<file path="src/common/channel_quality_pkg.sv">
// constants, register map and field layout of the channel quality monitor
package channel_quality_pkg;

    // timing
    localparam int unsigned CLK_PERIOD_NS    = 20;
    localparam int unsigned SNAP_PERIOD_NS   = 1_000_000;
    localparam int unsigned SNAP_SYMBOLS     = 125_000;
    localparam int unsigned SNAP_CYCLES_CALC = SNAP_PERIOD_NS / CLK_PERIOD_NS;

    // widths
    localparam int unsigned SAMPLE_W = 9;
    localparam int unsigned ERR_W    = 8;
    localparam int unsigned FILT_W   = 13;
    localparam int unsigned MSE_W    = 9;
    localparam int unsigned QI_W     = 3;
    localparam int unsigned DATA_W   = 16;
    localparam int unsigned ADDR_W   = 5;
    localparam int unsigned PAIRS    = 4;
    localparam int unsigned THR_N    = 7;

    // slicer reference levels
    localparam logic signed [SAMPLE_W-1:0] LEVEL_HI    = 9'sh080;
    localparam logic signed [SAMPLE_W-1:0] LEVEL_MID   = 9'sh040;
    localparam logic signed [SAMPLE_W-1:0] LEVEL_ZERO  = 9'sh000;
    // compare thresholds
    localparam logic signed [SAMPLE_W-1:0] CMP_FAST    = 9'sh040;
    localparam logic signed [SAMPLE_W-1:0] CMP_GIG_HI  = 9'sh060;
    localparam logic signed [SAMPLE_W-1:0] CMP_GIG_LO  = 9'sh020;
    // error bounds
    localparam logic signed [ERR_W-1:0]    ERR_MAX_GIG  = 8'sh20;
    localparam logic signed [ERR_W-1:0]    ERR_MAX_FAST = 8'sh40;

    localparam logic [MSE_W-1:0] MSE_SAT = 9'h1FF;
    localparam logic [QI_W-1:0]  QI_BEST = 3'h7;

    // register indices
    localparam logic [ADDR_W-1:0] ADDR_CONFIG    = 5'h00;
    localparam logic [ADDR_W-1:0] ADDR_MSE       = 5'h01;
    localparam logic [ADDR_W-1:0] ADDR_MSE_WORST = 5'h02;
    localparam logic [ADDR_W-1:0] ADDR_QUALITY   = 5'h03;
    localparam logic [ADDR_W-1:0] ADDR_MEAN_ERR  = 5'h04;
    localparam logic [ADDR_W-1:0] ADDR_THR_BASE  = 5'h08;

    // configuration fields
    localparam int unsigned CFG_ENABLE    = 0;
    localparam int unsigned CFG_SQUARE    = 1;
    localparam int unsigned CFG_UNMAPPED  = 2;
    localparam int unsigned CFG_GAIN_LSB  = 3;
    localparam int unsigned CFG_SCALE_LSB = 7;
    localparam int unsigned CFG_CAPTURE   = 11;
    localparam int unsigned CFG_PAIR_LSB  = 12;
    localparam int unsigned SHIFT_W       = 4;
    localparam int unsigned PAIR_W        = 2;
    localparam int unsigned QI_WORST_LSB  = 4;

    localparam logic [SHIFT_W-1:0] GAIN_RESET  = 4'h4;
    localparam logic [SHIFT_W-1:0] SCALE_RESET = 4'h0;
    localparam logic [MSE_W-1:0]   THR_RESET   = 9'h000;

endpackage : channel_quality_pkg

</file>
<file path="src/core/error_slicer.sv">
// symbol decision and bounded slicer error for one sample
`timescale 1ns/1ns
module error_slicer
    import channel_quality_pkg::*;
(
    input  wire logic                       gigabit_mode,
    input  wire logic signed [SAMPLE_W-1:0] sample_value,
    output logic signed [SAMPLE_W-1:0]      decision_level,
    output logic signed [ERR_W-1:0]         slicer_error
);

    logic signed [SAMPLE_W:0] raw_error;

    always_comb begin
        if (gigabit_mode) begin
            if (sample_value >= CMP_GIG_HI) begin
                decision_level = LEVEL_HI;
            end else if (sample_value >= CMP_GIG_LO) begin
                decision_level = LEVEL_MID;
            end else if (sample_value >= -CMP_GIG_LO) begin
                decision_level = LEVEL_ZERO;
            end else if (sample_value >= -CMP_GIG_HI) begin
                decision_level = -LEVEL_MID;
            end else begin
                decision_level = -LEVEL_HI;
            end
        end else begin
            if (sample_value >= CMP_FAST) begin
                decision_level = LEVEL_HI;
            end else if (sample_value >= -CMP_FAST) begin
                decision_level = LEVEL_ZERO;
            end else begin
                decision_level = -LEVEL_HI;
            end
        end
        raw_error = 10'(sample_value) - 10'(decision_level);
        if (gigabit_mode && raw_error > 10'(ERR_MAX_GIG)) begin
            slicer_error = ERR_MAX_GIG;
        end else if (gigabit_mode && raw_error < -10'(ERR_MAX_GIG)) begin
            slicer_error = -ERR_MAX_GIG;
        end else if (raw_error > 10'(ERR_MAX_FAST)) begin
            slicer_error = ERR_MAX_FAST;
        end else if (raw_error < -10'(ERR_MAX_FAST)) begin
            slicer_error = -ERR_MAX_FAST;
        end else begin
            slicer_error = raw_error[ERR_W-1:0];
        end
    end

endmodule : error_slicer

</file>
<file path="src/core/channel_quality_monitor.sv">
// receive channel quality monitor: filter, snapshots, mse and quality index
`timescale 1ns/1ns

// Notes on behaviour
// - slicer levels: -128,0,128 or five-level set
// - decision thresholds +/-64 or -96,-32,32,96
// - slicer error bounded +/-32 gigabit, +/-64 fast
// - filter adds gain-weighted error minus filtered value
// - gigabit doubles absolute error before filtering
// - square mode squares error, else absolute
// - gain field divides add-back by power of two
// - mse is filtered shifted, saturated at 511
// - filtered value snapshotted every millisecond
// - capture bit self-clears, posts selected pair result
// - worst mse kept, restarted by mse read
// - seven thresholds map mse to index 0-7
// - mapped capture posts quality index
// - lowest index since last read reported
// - unmapped capture posts filtered slicer error
module channel_quality_monitor
    import channel_quality_pkg::*;
#(
    parameter int unsigned SNAP_CYCLES = SNAP_CYCLES_CALC
) (
    input  wire logic                       core_clk,
    input  wire logic                       rst,
    input  wire logic                       sample_valid,
    input  wire logic signed [SAMPLE_W-1:0] sample_value,
    input  wire logic [PAIR_W-1:0]          sample_pair,
    input  wire logic                       gigabit_mode,
    input  wire logic [ADDR_W-1:0]          reg_addr,
    input  wire logic [DATA_W-1:0]          reg_wdata,
    input  wire logic                       reg_wr,
    input  wire logic                       reg_rd,
    output logic [DATA_W-1:0]               reg_rdata,
    output logic signed [SAMPLE_W-1:0]      decision_level,
    output logic                            decision_valid
);

    if (SNAP_CYCLES < 2 || SNAP_CYCLES > 32'h00FF_FFFF) begin : g_check
        $error("SNAP_CYCLES out of range");
    end

    function automatic logic is_thr(input logic [ADDR_W-1:0] a);
        return a >= ADDR_THR_BASE && a < ADDR_THR_BASE + ADDR_W'(THR_N);
    endfunction : is_thr

    function automatic logic [MSE_W-1:0] scale_mse(input logic [FILT_W-1:0] v,
                                                   input logic [SHIFT_W-1:0] s);
        logic [FILT_W-1:0] q;
        q = v >> s;
        return (q > FILT_W'(MSE_SAT)) ? MSE_SAT : q[MSE_W-1:0];
    endfunction : scale_mse

    // ---------------- configuration ----------------
    logic                   enable, square_mode, unmapped_mode;
    logic [SHIFT_W-1:0]     filter_gain_shift, output_scale_shift;
    logic [PAIR_W-1:0]      pair_select;
    logic [MSE_W-1:0]       thr [THR_N];
    logic                   next_enable, next_square_mode, next_unmapped_mode;
    logic [SHIFT_W-1:0]     next_filter_gain_shift, next_output_scale_shift;
    logic [PAIR_W-1:0]      next_pair_select;
    logic [MSE_W-1:0]       next_thr [THR_N];
    logic                   capture_request;

    always_comb begin
        next_enable             = enable;
        next_square_mode        = square_mode;
        next_unmapped_mode      = unmapped_mode;
        next_filter_gain_shift  = filter_gain_shift;
        next_output_scale_shift = output_scale_shift;
        next_pair_select        = pair_select;
        next_thr                = thr;
        capture_request         = 1'b0;
        if (reg_wr && reg_addr == ADDR_CONFIG) begin
            next_enable             = reg_wdata[CFG_ENABLE];
            next_square_mode        = reg_wdata[CFG_SQUARE];
            next_unmapped_mode      = reg_wdata[CFG_UNMAPPED];
            next_filter_gain_shift  = reg_wdata[CFG_GAIN_LSB +: SHIFT_W];
            next_output_scale_shift = reg_wdata[CFG_SCALE_LSB +: SHIFT_W];
            next_pair_select        = reg_wdata[CFG_PAIR_LSB +: PAIR_W];
            capture_request         = reg_wdata[CFG_CAPTURE];
        end else if (reg_wr && is_thr(reg_addr)) begin
            next_thr[3'(reg_addr - ADDR_THR_BASE)] = reg_wdata[MSE_W-1:0];
        end
    end

    always_ff @(posedge core_clk or posedge rst) begin
        if (rst) begin
            enable             <= 1'b0;
            square_mode        <= 1'b0;
            unmapped_mode      <= 1'b0;
            filter_gain_shift  <= GAIN_RESET;
            output_scale_shift <= SCALE_RESET;
            pair_select        <= '0;
            for (int i = 0; i < THR_N; i++) begin
                thr[i] <= THR_RESET;
            end
        end else begin
            enable             <= next_enable;
            square_mode        <= next_square_mode;
            unmapped_mode      <= next_unmapped_mode;
            filter_gain_shift  <= next_filter_gain_shift;
            output_scale_shift <= next_output_scale_shift;
            pair_select        <= next_pair_select;
            thr                <= next_thr;
        end
    end

    function automatic logic [QI_W-1:0] quality_of(input logic [MSE_W-1:0] m,
                                                   input logic [MSE_W-1:0] t [THR_N]);
        logic [QI_W-1:0] q;
        q = '0;
        for (int k = 0; k < THR_N; k++) begin
            if (m <= t[k]) begin
                q = QI_W'(k + 1);
            end
        end
        return q;
    endfunction : quality_of

    // ---------------- slicer and conditioning ----------------
    logic signed [SAMPLE_W-1:0] level_now;
    logic signed [ERR_W-1:0]    error_now;
    logic [ERR_W-1:0]           abs_error, scaled_error;
    logic [FILT_W-1:0]          conditioned;

    error_slicer u_slicer (
        .gigabit_mode   (gigabit_mode),
        .sample_value   (sample_value),
        .decision_level (level_now),
        .slicer_error   (error_now)
    );

    always_comb begin
        abs_error    = error_now[ERR_W-1] ? ERR_W'(-error_now) : ERR_W'(error_now);
        scaled_error = gigabit_mode ? ERR_W'(abs_error << 1) : abs_error;
        if (square_mode) begin
            conditioned = FILT_W'(scaled_error * scaled_error);
        end else begin
            conditioned = FILT_W'(scaled_error);
        end
    end

    // ---------------- filters, snapshots and worst values per pair ----------------
    logic [FILT_W-1:0] filt [PAIRS];
    logic [FILT_W-1:0] snap [PAIRS];
    logic [MSE_W-1:0]  worst_mse [PAIRS];
    logic [QI_W-1:0]   worst_qi [PAIRS];
    logic [23:0]       snap_cnt;
    logic [FILT_W-1:0] next_filt [PAIRS];
    logic [FILT_W-1:0] next_snap [PAIRS];
    logic [MSE_W-1:0]  next_worst_mse [PAIRS];
    logic [QI_W-1:0]   next_worst_qi [PAIRS];
    logic [23:0]       next_snap_cnt;
    logic              snap_tick;
    logic [PAIR_W-1:0] result_pair;
    logic              mse_read, qi_read;

    always_comb begin
        logic signed [FILT_W:0] diff;
        logic [MSE_W-1:0]       m;
        logic [QI_W-1:0]        q;
        diff           = '0;
        m              = '0;
        q              = '0;
        next_filt      = filt;
        next_snap      = snap;
        next_worst_mse = worst_mse;
        next_worst_qi  = worst_qi;
        snap_tick      = snap_cnt == 24'(SNAP_CYCLES - 1);
        next_snap_cnt  = snap_tick ? '0 : snap_cnt + 24'h000001;
        mse_read       = reg_rd && reg_addr == ADDR_MSE;
        qi_read        = reg_rd && reg_addr == ADDR_QUALITY;
        for (int p = 0; p < PAIRS; p++) begin
            if (enable && sample_valid && sample_pair == PAIR_W'(p)) begin
                diff = $signed({1'b0, conditioned}) - $signed({1'b0, filt[p]});
                next_filt[p] = FILT_W'($signed({1'b0, filt[p]})
                                        + (diff >>> filter_gain_shift));
            end
            if (mse_read && result_pair == PAIR_W'(p)) begin
                next_worst_mse[p] = '0;
            end
            if (qi_read && result_pair == PAIR_W'(p)) begin
                next_worst_qi[p] = QI_BEST;
            end
            if (snap_tick && enable) begin
                next_snap[p] = filt[p];
                m = scale_mse(filt[p], output_scale_shift);
                q = quality_of(m, thr);
                if (m > next_worst_mse[p]) begin
                    next_worst_mse[p] = m;
                end
                if (q < next_worst_qi[p]) begin
                    next_worst_qi[p] = q;
                end
            end
        end
    end

    always_ff @(posedge core_clk or posedge rst) begin
        if (rst) begin
            snap_cnt <= '0;
            for (int p = 0; p < PAIRS; p++) begin
                filt[p]      <= '0;
                snap[p]      <= '0;
                worst_mse[p] <= '0;
                worst_qi[p]  <= QI_BEST;
            end
        end else begin
            snap_cnt  <= next_snap_cnt;
            filt      <= next_filt;
            snap      <= next_snap;
            worst_mse <= next_worst_mse;
            worst_qi  <= next_worst_qi;
        end
    end

    // ---------------- captured results ----------------
    logic [MSE_W-1:0]  mse_result, next_mse_result;
    logic [QI_W-1:0]   qi_result, next_qi_result;
    logic [FILT_W-1:0] mean_error, next_mean_error;
    logic [PAIR_W-1:0] next_result_pair;
    logic [MSE_W-1:0]  cap_mse;

    always_comb begin
        next_result_pair = result_pair;
        next_mse_result  = mse_result;
        next_qi_result   = qi_result;
        next_mean_error  = mean_error;
        cap_mse          = scale_mse(snap[next_pair_select], next_output_scale_shift);
        if (capture_request) begin
            next_result_pair = next_pair_select;
            next_mse_result  = cap_mse;
            if (next_unmapped_mode) begin
                next_mean_error = snap[next_pair_select];
            end else begin
                next_qi_result = quality_of(cap_mse, thr);
            end
        end
    end

    always_ff @(posedge core_clk or posedge rst) begin
        if (rst) begin
            result_pair <= '0;
            mse_result  <= '0;
            qi_result   <= '0;
            mean_error  <= '0;
        end else begin
            result_pair <= next_result_pair;
            mse_result  <= next_mse_result;
            qi_result   <= next_qi_result;
            mean_error  <= next_mean_error;
        end
    end

    // ---------------- decision output and read port ----------------
    logic [DATA_W-1:0] next_reg_rdata;
    logic [QI_W-1:0]   qi_worst_view;

    always_comb begin
        qi_worst_view  = (qi_result < worst_qi[result_pair]) ? qi_result
                                                             : worst_qi[result_pair];
        next_reg_rdata = '0;
        if (!reg_rd) begin
            next_reg_rdata = '0;
        end else if (reg_addr == ADDR_CONFIG) begin
            next_reg_rdata[CFG_ENABLE]                  = enable;
            next_reg_rdata[CFG_SQUARE]                  = square_mode;
            next_reg_rdata[CFG_UNMAPPED]                = unmapped_mode;
            next_reg_rdata[CFG_GAIN_LSB +: SHIFT_W]     = filter_gain_shift;
            next_reg_rdata[CFG_SCALE_LSB +: SHIFT_W]    = output_scale_shift;
            next_reg_rdata[CFG_PAIR_LSB +: PAIR_W]      = pair_select;
        end else if (reg_addr == ADDR_MSE) begin
            next_reg_rdata[MSE_W-1:0] = mse_result;
        end else if (reg_addr == ADDR_MSE_WORST) begin
            next_reg_rdata[MSE_W-1:0] = (mse_result > worst_mse[result_pair])
                                        ? mse_result : worst_mse[result_pair];
        end else if (reg_addr == ADDR_QUALITY) begin
            next_reg_rdata[QI_W-1:0]                = qi_result;
            next_reg_rdata[QI_WORST_LSB +: QI_W]    = qi_worst_view;
        end else if (reg_addr == ADDR_MEAN_ERR) begin
            next_reg_rdata[FILT_W-1:0] = mean_error;
        end else if (is_thr(reg_addr)) begin
            next_reg_rdata[MSE_W-1:0] = thr[3'(reg_addr - ADDR_THR_BASE)];
        end
    end

    always_ff @(posedge core_clk or posedge rst) begin
        if (rst) begin
            reg_rdata      <= '0;
            decision_level <= '0;
            decision_valid <= 1'b0;
        end else begin
            reg_rdata      <= next_reg_rdata;
            decision_level <= level_now;
            decision_valid <= sample_valid;
        end
    end

endmodule : channel_quality_monitor

</file>
<file path="config.mk">
export PLATFORM = sky130hd
export DESIGN_NAME = channel_quality_monitor
export DESIGN_NICKNAME = d
export VERILOG_FILES = /design/src/common/channel_quality_pkg.sv /design/src/core/error_slicer.sv /design/src/core/channel_quality_monitor.sv
export SDC_FILE = /design/constraint.sdc
export NUM_CORES = 2
export LEC_CHECK = 0
export BUFFER_PORTS_ARGS = -buffer_cell sky130_fd_sc_hd__buf_4
export CAP_MARGIN = 20
export CORE_MARGIN = 8
export CORE_UTILIZATION = 60
export CTS_BUF_LIST = sky130_fd_sc_hd__clkbuf_4
export DETAILED_ROUTE_END_ITERATION = 16
export MAX_ROUTING_LAYER = met4
export PLACE_DENSITY = 0.77
export SYNTH_ARGS = -nofsm -noshare
export SYNTH_HDL_FRONTEND = slang
export SYNTH_HIERARCHICAL = 1
export SYNTH_SLANG_ARGS = --single-unit
</file>
<file path="constraint.sdc">
create_clock -name core_clk -period 9.6 [get_ports core_clk]
set_input_delay 1.44 -clock core_clk [delete_from_list [all_inputs] [get_ports core_clk]]
set_output_delay 1.44 -clock core_clk [all_outputs]
set_load 0.005 [all_outputs]
</file>
==> flow_metrics.py <==
metrics = {
    "floorplanning": {
        "fp-row-count": 86,
        "die-area_sq_mm": 0.0639,
        "initial_core_util": 0.608,
        "core_sq_mm": 0.0553,
        "die_w_um": 253,
        "io_pins": 64,
        "die_h_um": 253,
    },
    "critical_path": {
        "startpoint_type": "input pin",
        "crit_path_frequent_cell": "fa_1",
        "crit_arrival_ns": 11.34,
        "cpMaxStageDelayCell": "fa_2",
        "cp_max_fo": 5,
        "cpPeakStageDelay_ns": 0.56,
        "critPathCaptureType": "register",
        "timing_worst_setup_path_type": "input pin to register",
        "critPathRequiredTime_ns": 10.32,
    },
    "layout": {
        "syn2layout_area_growth_pct": 19.5,
        "finish.utilization": 0.726,
        "drive_above_1_share": 0.234,
        "design_area_sq_mm": 0.0402,
        "fin_nets": 5019,
    },
    "clock_network": {
        "clkTransAtPathRegs_ns": 0.06,
        "tritoncts": "yes",
        "clockBufferDepth": 3,
        "numCtsBuffers": 87,
        "postCtsHoldBufs": 0,
        "numClockSinks": 303,
        "cts_root_buf": "clkbuf_4",
        "htreeDepth": 3,
        "clock_latency_ns": 0.86,
    },
    "detailed_routing": {
        "drt_wl_total_mm": 116,
        "dr.pass1.iters": 5,
        "via_per_inst": 6.35,
        "drt_iter0_drc": 3430,
        "wire_per_inst_um": 22.0,
        "via_count": 33500,
        "drc": 0,
        "ant_nets": 0,
    },
    "logic_synthesis": {
        "ys_warn_count": 6,
        "synth_seq_cells": 303,
        "synth_edf_count": 0,
        "synth-seq-area-share": 0.226,
        "ys_types": 102,
        "synth_area_sq_mm": 0.0336,
        "synthArstFlopShare": 1.00,
        "synthCells": 4029,
        "synth-main-ff-cell": "dfrtp_1",
        "syn_area_per_cell_sq_um": 8.35,
    },
    "sta": {
        "slew_violations": 0,
        "slew_headroom": 0.231,
        "holdWs_ns": 0.463,
        "skew_ns": 0.0643,
        "fin_ws_ns": -1.01,
        "period_share": 1.11,
        "period_needed_ns": 10.61,
        "worst_slew_pin_slew_ns": 1.15,
        "hold_violations": 0,
        "rsz0062_at_grt": "true",
        "fmax_ghz": 0.0942,
        "setup_viol": 44,
    },
    "placed_design": {
        "place_congestion": 1.06,
        "dpl.hpwl_mm": 88.4,
        "io_buffer_count": 59,
        "placed_area_sq_mm": 0.0379,
    },
    "grt": {
        "grt_pass1_vias": 32700,
        "grt_start_max_net_pins": 158,
        "grt_overflow": 0,
        "grt_pass1_wl_mm": 180,
        "antenna_found_initial": 2,
        "grt.total_usage": 0.366,
    },
    "flow_run": {
        "maxCapViolCount": 0,
    },
    "min_path": {
        "hold_class": "register to register",
    },
    "power_and_ir_drop": {
        "ir_worst_vdd_mv": 0.276,
        "p_leak_nw": 18.8,
        "power.density_mw_per_mm2": 345,
    },
    "run_status": {
        "outcome": "complete, but fails checks",
        "failed_checks": "negative setup slack",
    },
}
cell type report:
| class | count | area, sq um |
|---|---|---|
| Clock inverter | 20 | 105 |
| Multi-Input combinational cell | 3293 | 25600 |
| Clock buffer | 131 | 983 |
| Fill cell | 4374 | 15100 |
| Inverter | 276 | 1040 |
| Timing Repair Buffer | 493 | 3870 |
| Antenna cell | 4 | 10.0 |
| Sequential cell | 303 | 7610 |
| Tap cell | 748 | 936 |
flip-flops by register name (all words and copies together) (netlist names):
register and cells:
filt 52, square_mode 1, reg_rdata 14, snap 52, enable 1, pair_select 2
snap_cnt 24, unmapped_mode 1, decision_valid 1, output_scale_shift 4, decision_level 9, thr 63
worst_qi 12, mean_error 13, filter_gain_shift 4, result_pair 2, qi_result 3, mse_result 9
worst_mse 36
cell usage after synthesis, types with 24 or more instances:
cell type / count / share of area
a211oi_1: 70 / 0.016
a21o_1: 47 / 0.010
a21oi_1: 268 / 0.040
a221oi_1: 26 / 0.0068
and2_1: 30 / 0.0056
buf_1: 24 / 0.0027
clkbuf_1: 111 / 0.012
dfrtp_1: 290 / 0.22
fa_1: 32 / 0.019
ha_1: 495 / 0.18
inv_1: 271 / 0.030
mux2_2: 78 / 0.026
mux2i_1: 118 / 0.035
mux4_2: 42 / 0.028
nand2_1: 457 / 0.051
nand2b_1: 79 / 0.015
nand3_1: 86 / 0.013
nand4_1: 55 / 0.010
nor2_1: 255 / 0.028
nor2b_1: 75 / 0.014
nor3_1: 94 / 0.014
o211ai_1: 29 / 0.0065
o21a_1: 91 / 0.020
o21ai_0: 332 / 0.049
xnor2_1: 77 / 0.020
xor2_1: 42 / 0.011
final timing paths:
check	startpoint	endpoint	slack, ns	cells after the start
max in group asynchronous	rst	snap[39]$_DFFE_PP0P_	7.35	4
min reg2reg	snap_cnt[0]$_DFF_PP0_	snap_cnt[0]$_DFF_PP0_	0.46	1
min	snap_cnt[0]$_DFF_PP0_	snap_cnt[0]$_DFF_PP0_	0.46	1
max reg2reg	output_scale_shift[0]$_DFF_PP0_	worst_qi[7]$_DFF_PP1_	3.11	23
max	sample_value[8]	filt[51]$_DFFE_PP0P_	-1.01	51
min in group asynchronous	rst	decision_level[5]$_DFF_PP0_	0.73	3
layer usage:
metal	wire (um)	global-route usage	vias up
li1	-	-	15600
met1	44500	0.421	15800
met2	52200	0.576	1528
met3	8340	0.0519	534
met4	10800	0.282	0
met5	0	-	-
critical path: cells and delay by family:
family	cells	cell delay, ns
adders and majority gates	9	3.58
AOI/OAI and AO/OA	14	2.13
and+or+nand+nor	14	2.07
muxes	2	0.79
buffers and inverters	8	0.66
xor gates and xnor gates	4	0.63
where the power goes:
part | leakage, nW | internal (W) | total [W] | switching [W]
registers | 3.82 | 0.00148 | 0.00182 | 0.000350
clock network | 0.662 | 0.000625 | 0.00123 | 0.000609
logic | 14.3 | 0.00508 | 0.0108 | 0.00572
through the flow:
step           setup slack, ns  setup TNS, ns  total power (W)  instances
6_report                 -1.01         -29.13           0.0139       5268
5_1_grt                  -1.41         -46.70           0.0149       5266
4_1_cts                 -0.899         -23.38           0.0131       5246
3_5_place_dp             -2.07         -81.25           0.0115       5060
3_3_place_gp             -1.84         -70.04           0.0113       5060
2_1_floorplan            -1.42         -43.53          0.00799       4036
cells by family (layout without fill, tap and decap cells):
logic type	after synthesis	count (layout)	synth area share
compound gates	1140	1140	0.219
fa+ha+maj	527	527	0.203
flops	303	303	0.226
mux	241	241	0.0909
buf+inv	440	920	0.0518
other cells	2	13	0.000223
xor+xnor	119	119	0.0310
simple gates	1257	1257	0.178
cell usage in the layout, fill, tap and decap left out, types with 19 or more instances in the layout:
cell,netlist,layout
o21a_1,91,91
and2_1,30,24
clkbuf_4,0,132
nor2_1,255,246
nand2b_1,79,73
dfrtp_1,290,286
xnor2_1,77,64
nand4_1,55,55
ha_1,495,473
nor3_1,94,91
mux2_2,78,69
a21o_1,47,47
inv_2,4,19
a21oi_1,268,223
nand2_1,457,449
mux4_2,42,42
inv_1,271,257
nand3_1,86,83
a21oi_2,2,41
o22ai_1,22,20
a211oi_1,70,60
buf_6,4,20
o31ai_1,23,20
xor2_1,42,37
or3_1,23,21
o21ai_0,332,276
o21ai_1,2,42
a221oi_1,26,23
buf_4,12,465
o211ai_1,29,29
fa_1,32,26
mux2i_1,118,114
o21bai_1,21,19
nor2b_1,75,69
timing repair:
item,CTS,global route
pin swaps,77,69
setup buffers,39,19
setup endpoints to repair,48,52
gates cloned,0,0
gates resized for setup,93,94
Note: power is estimated with default switching activity, not from simulation.
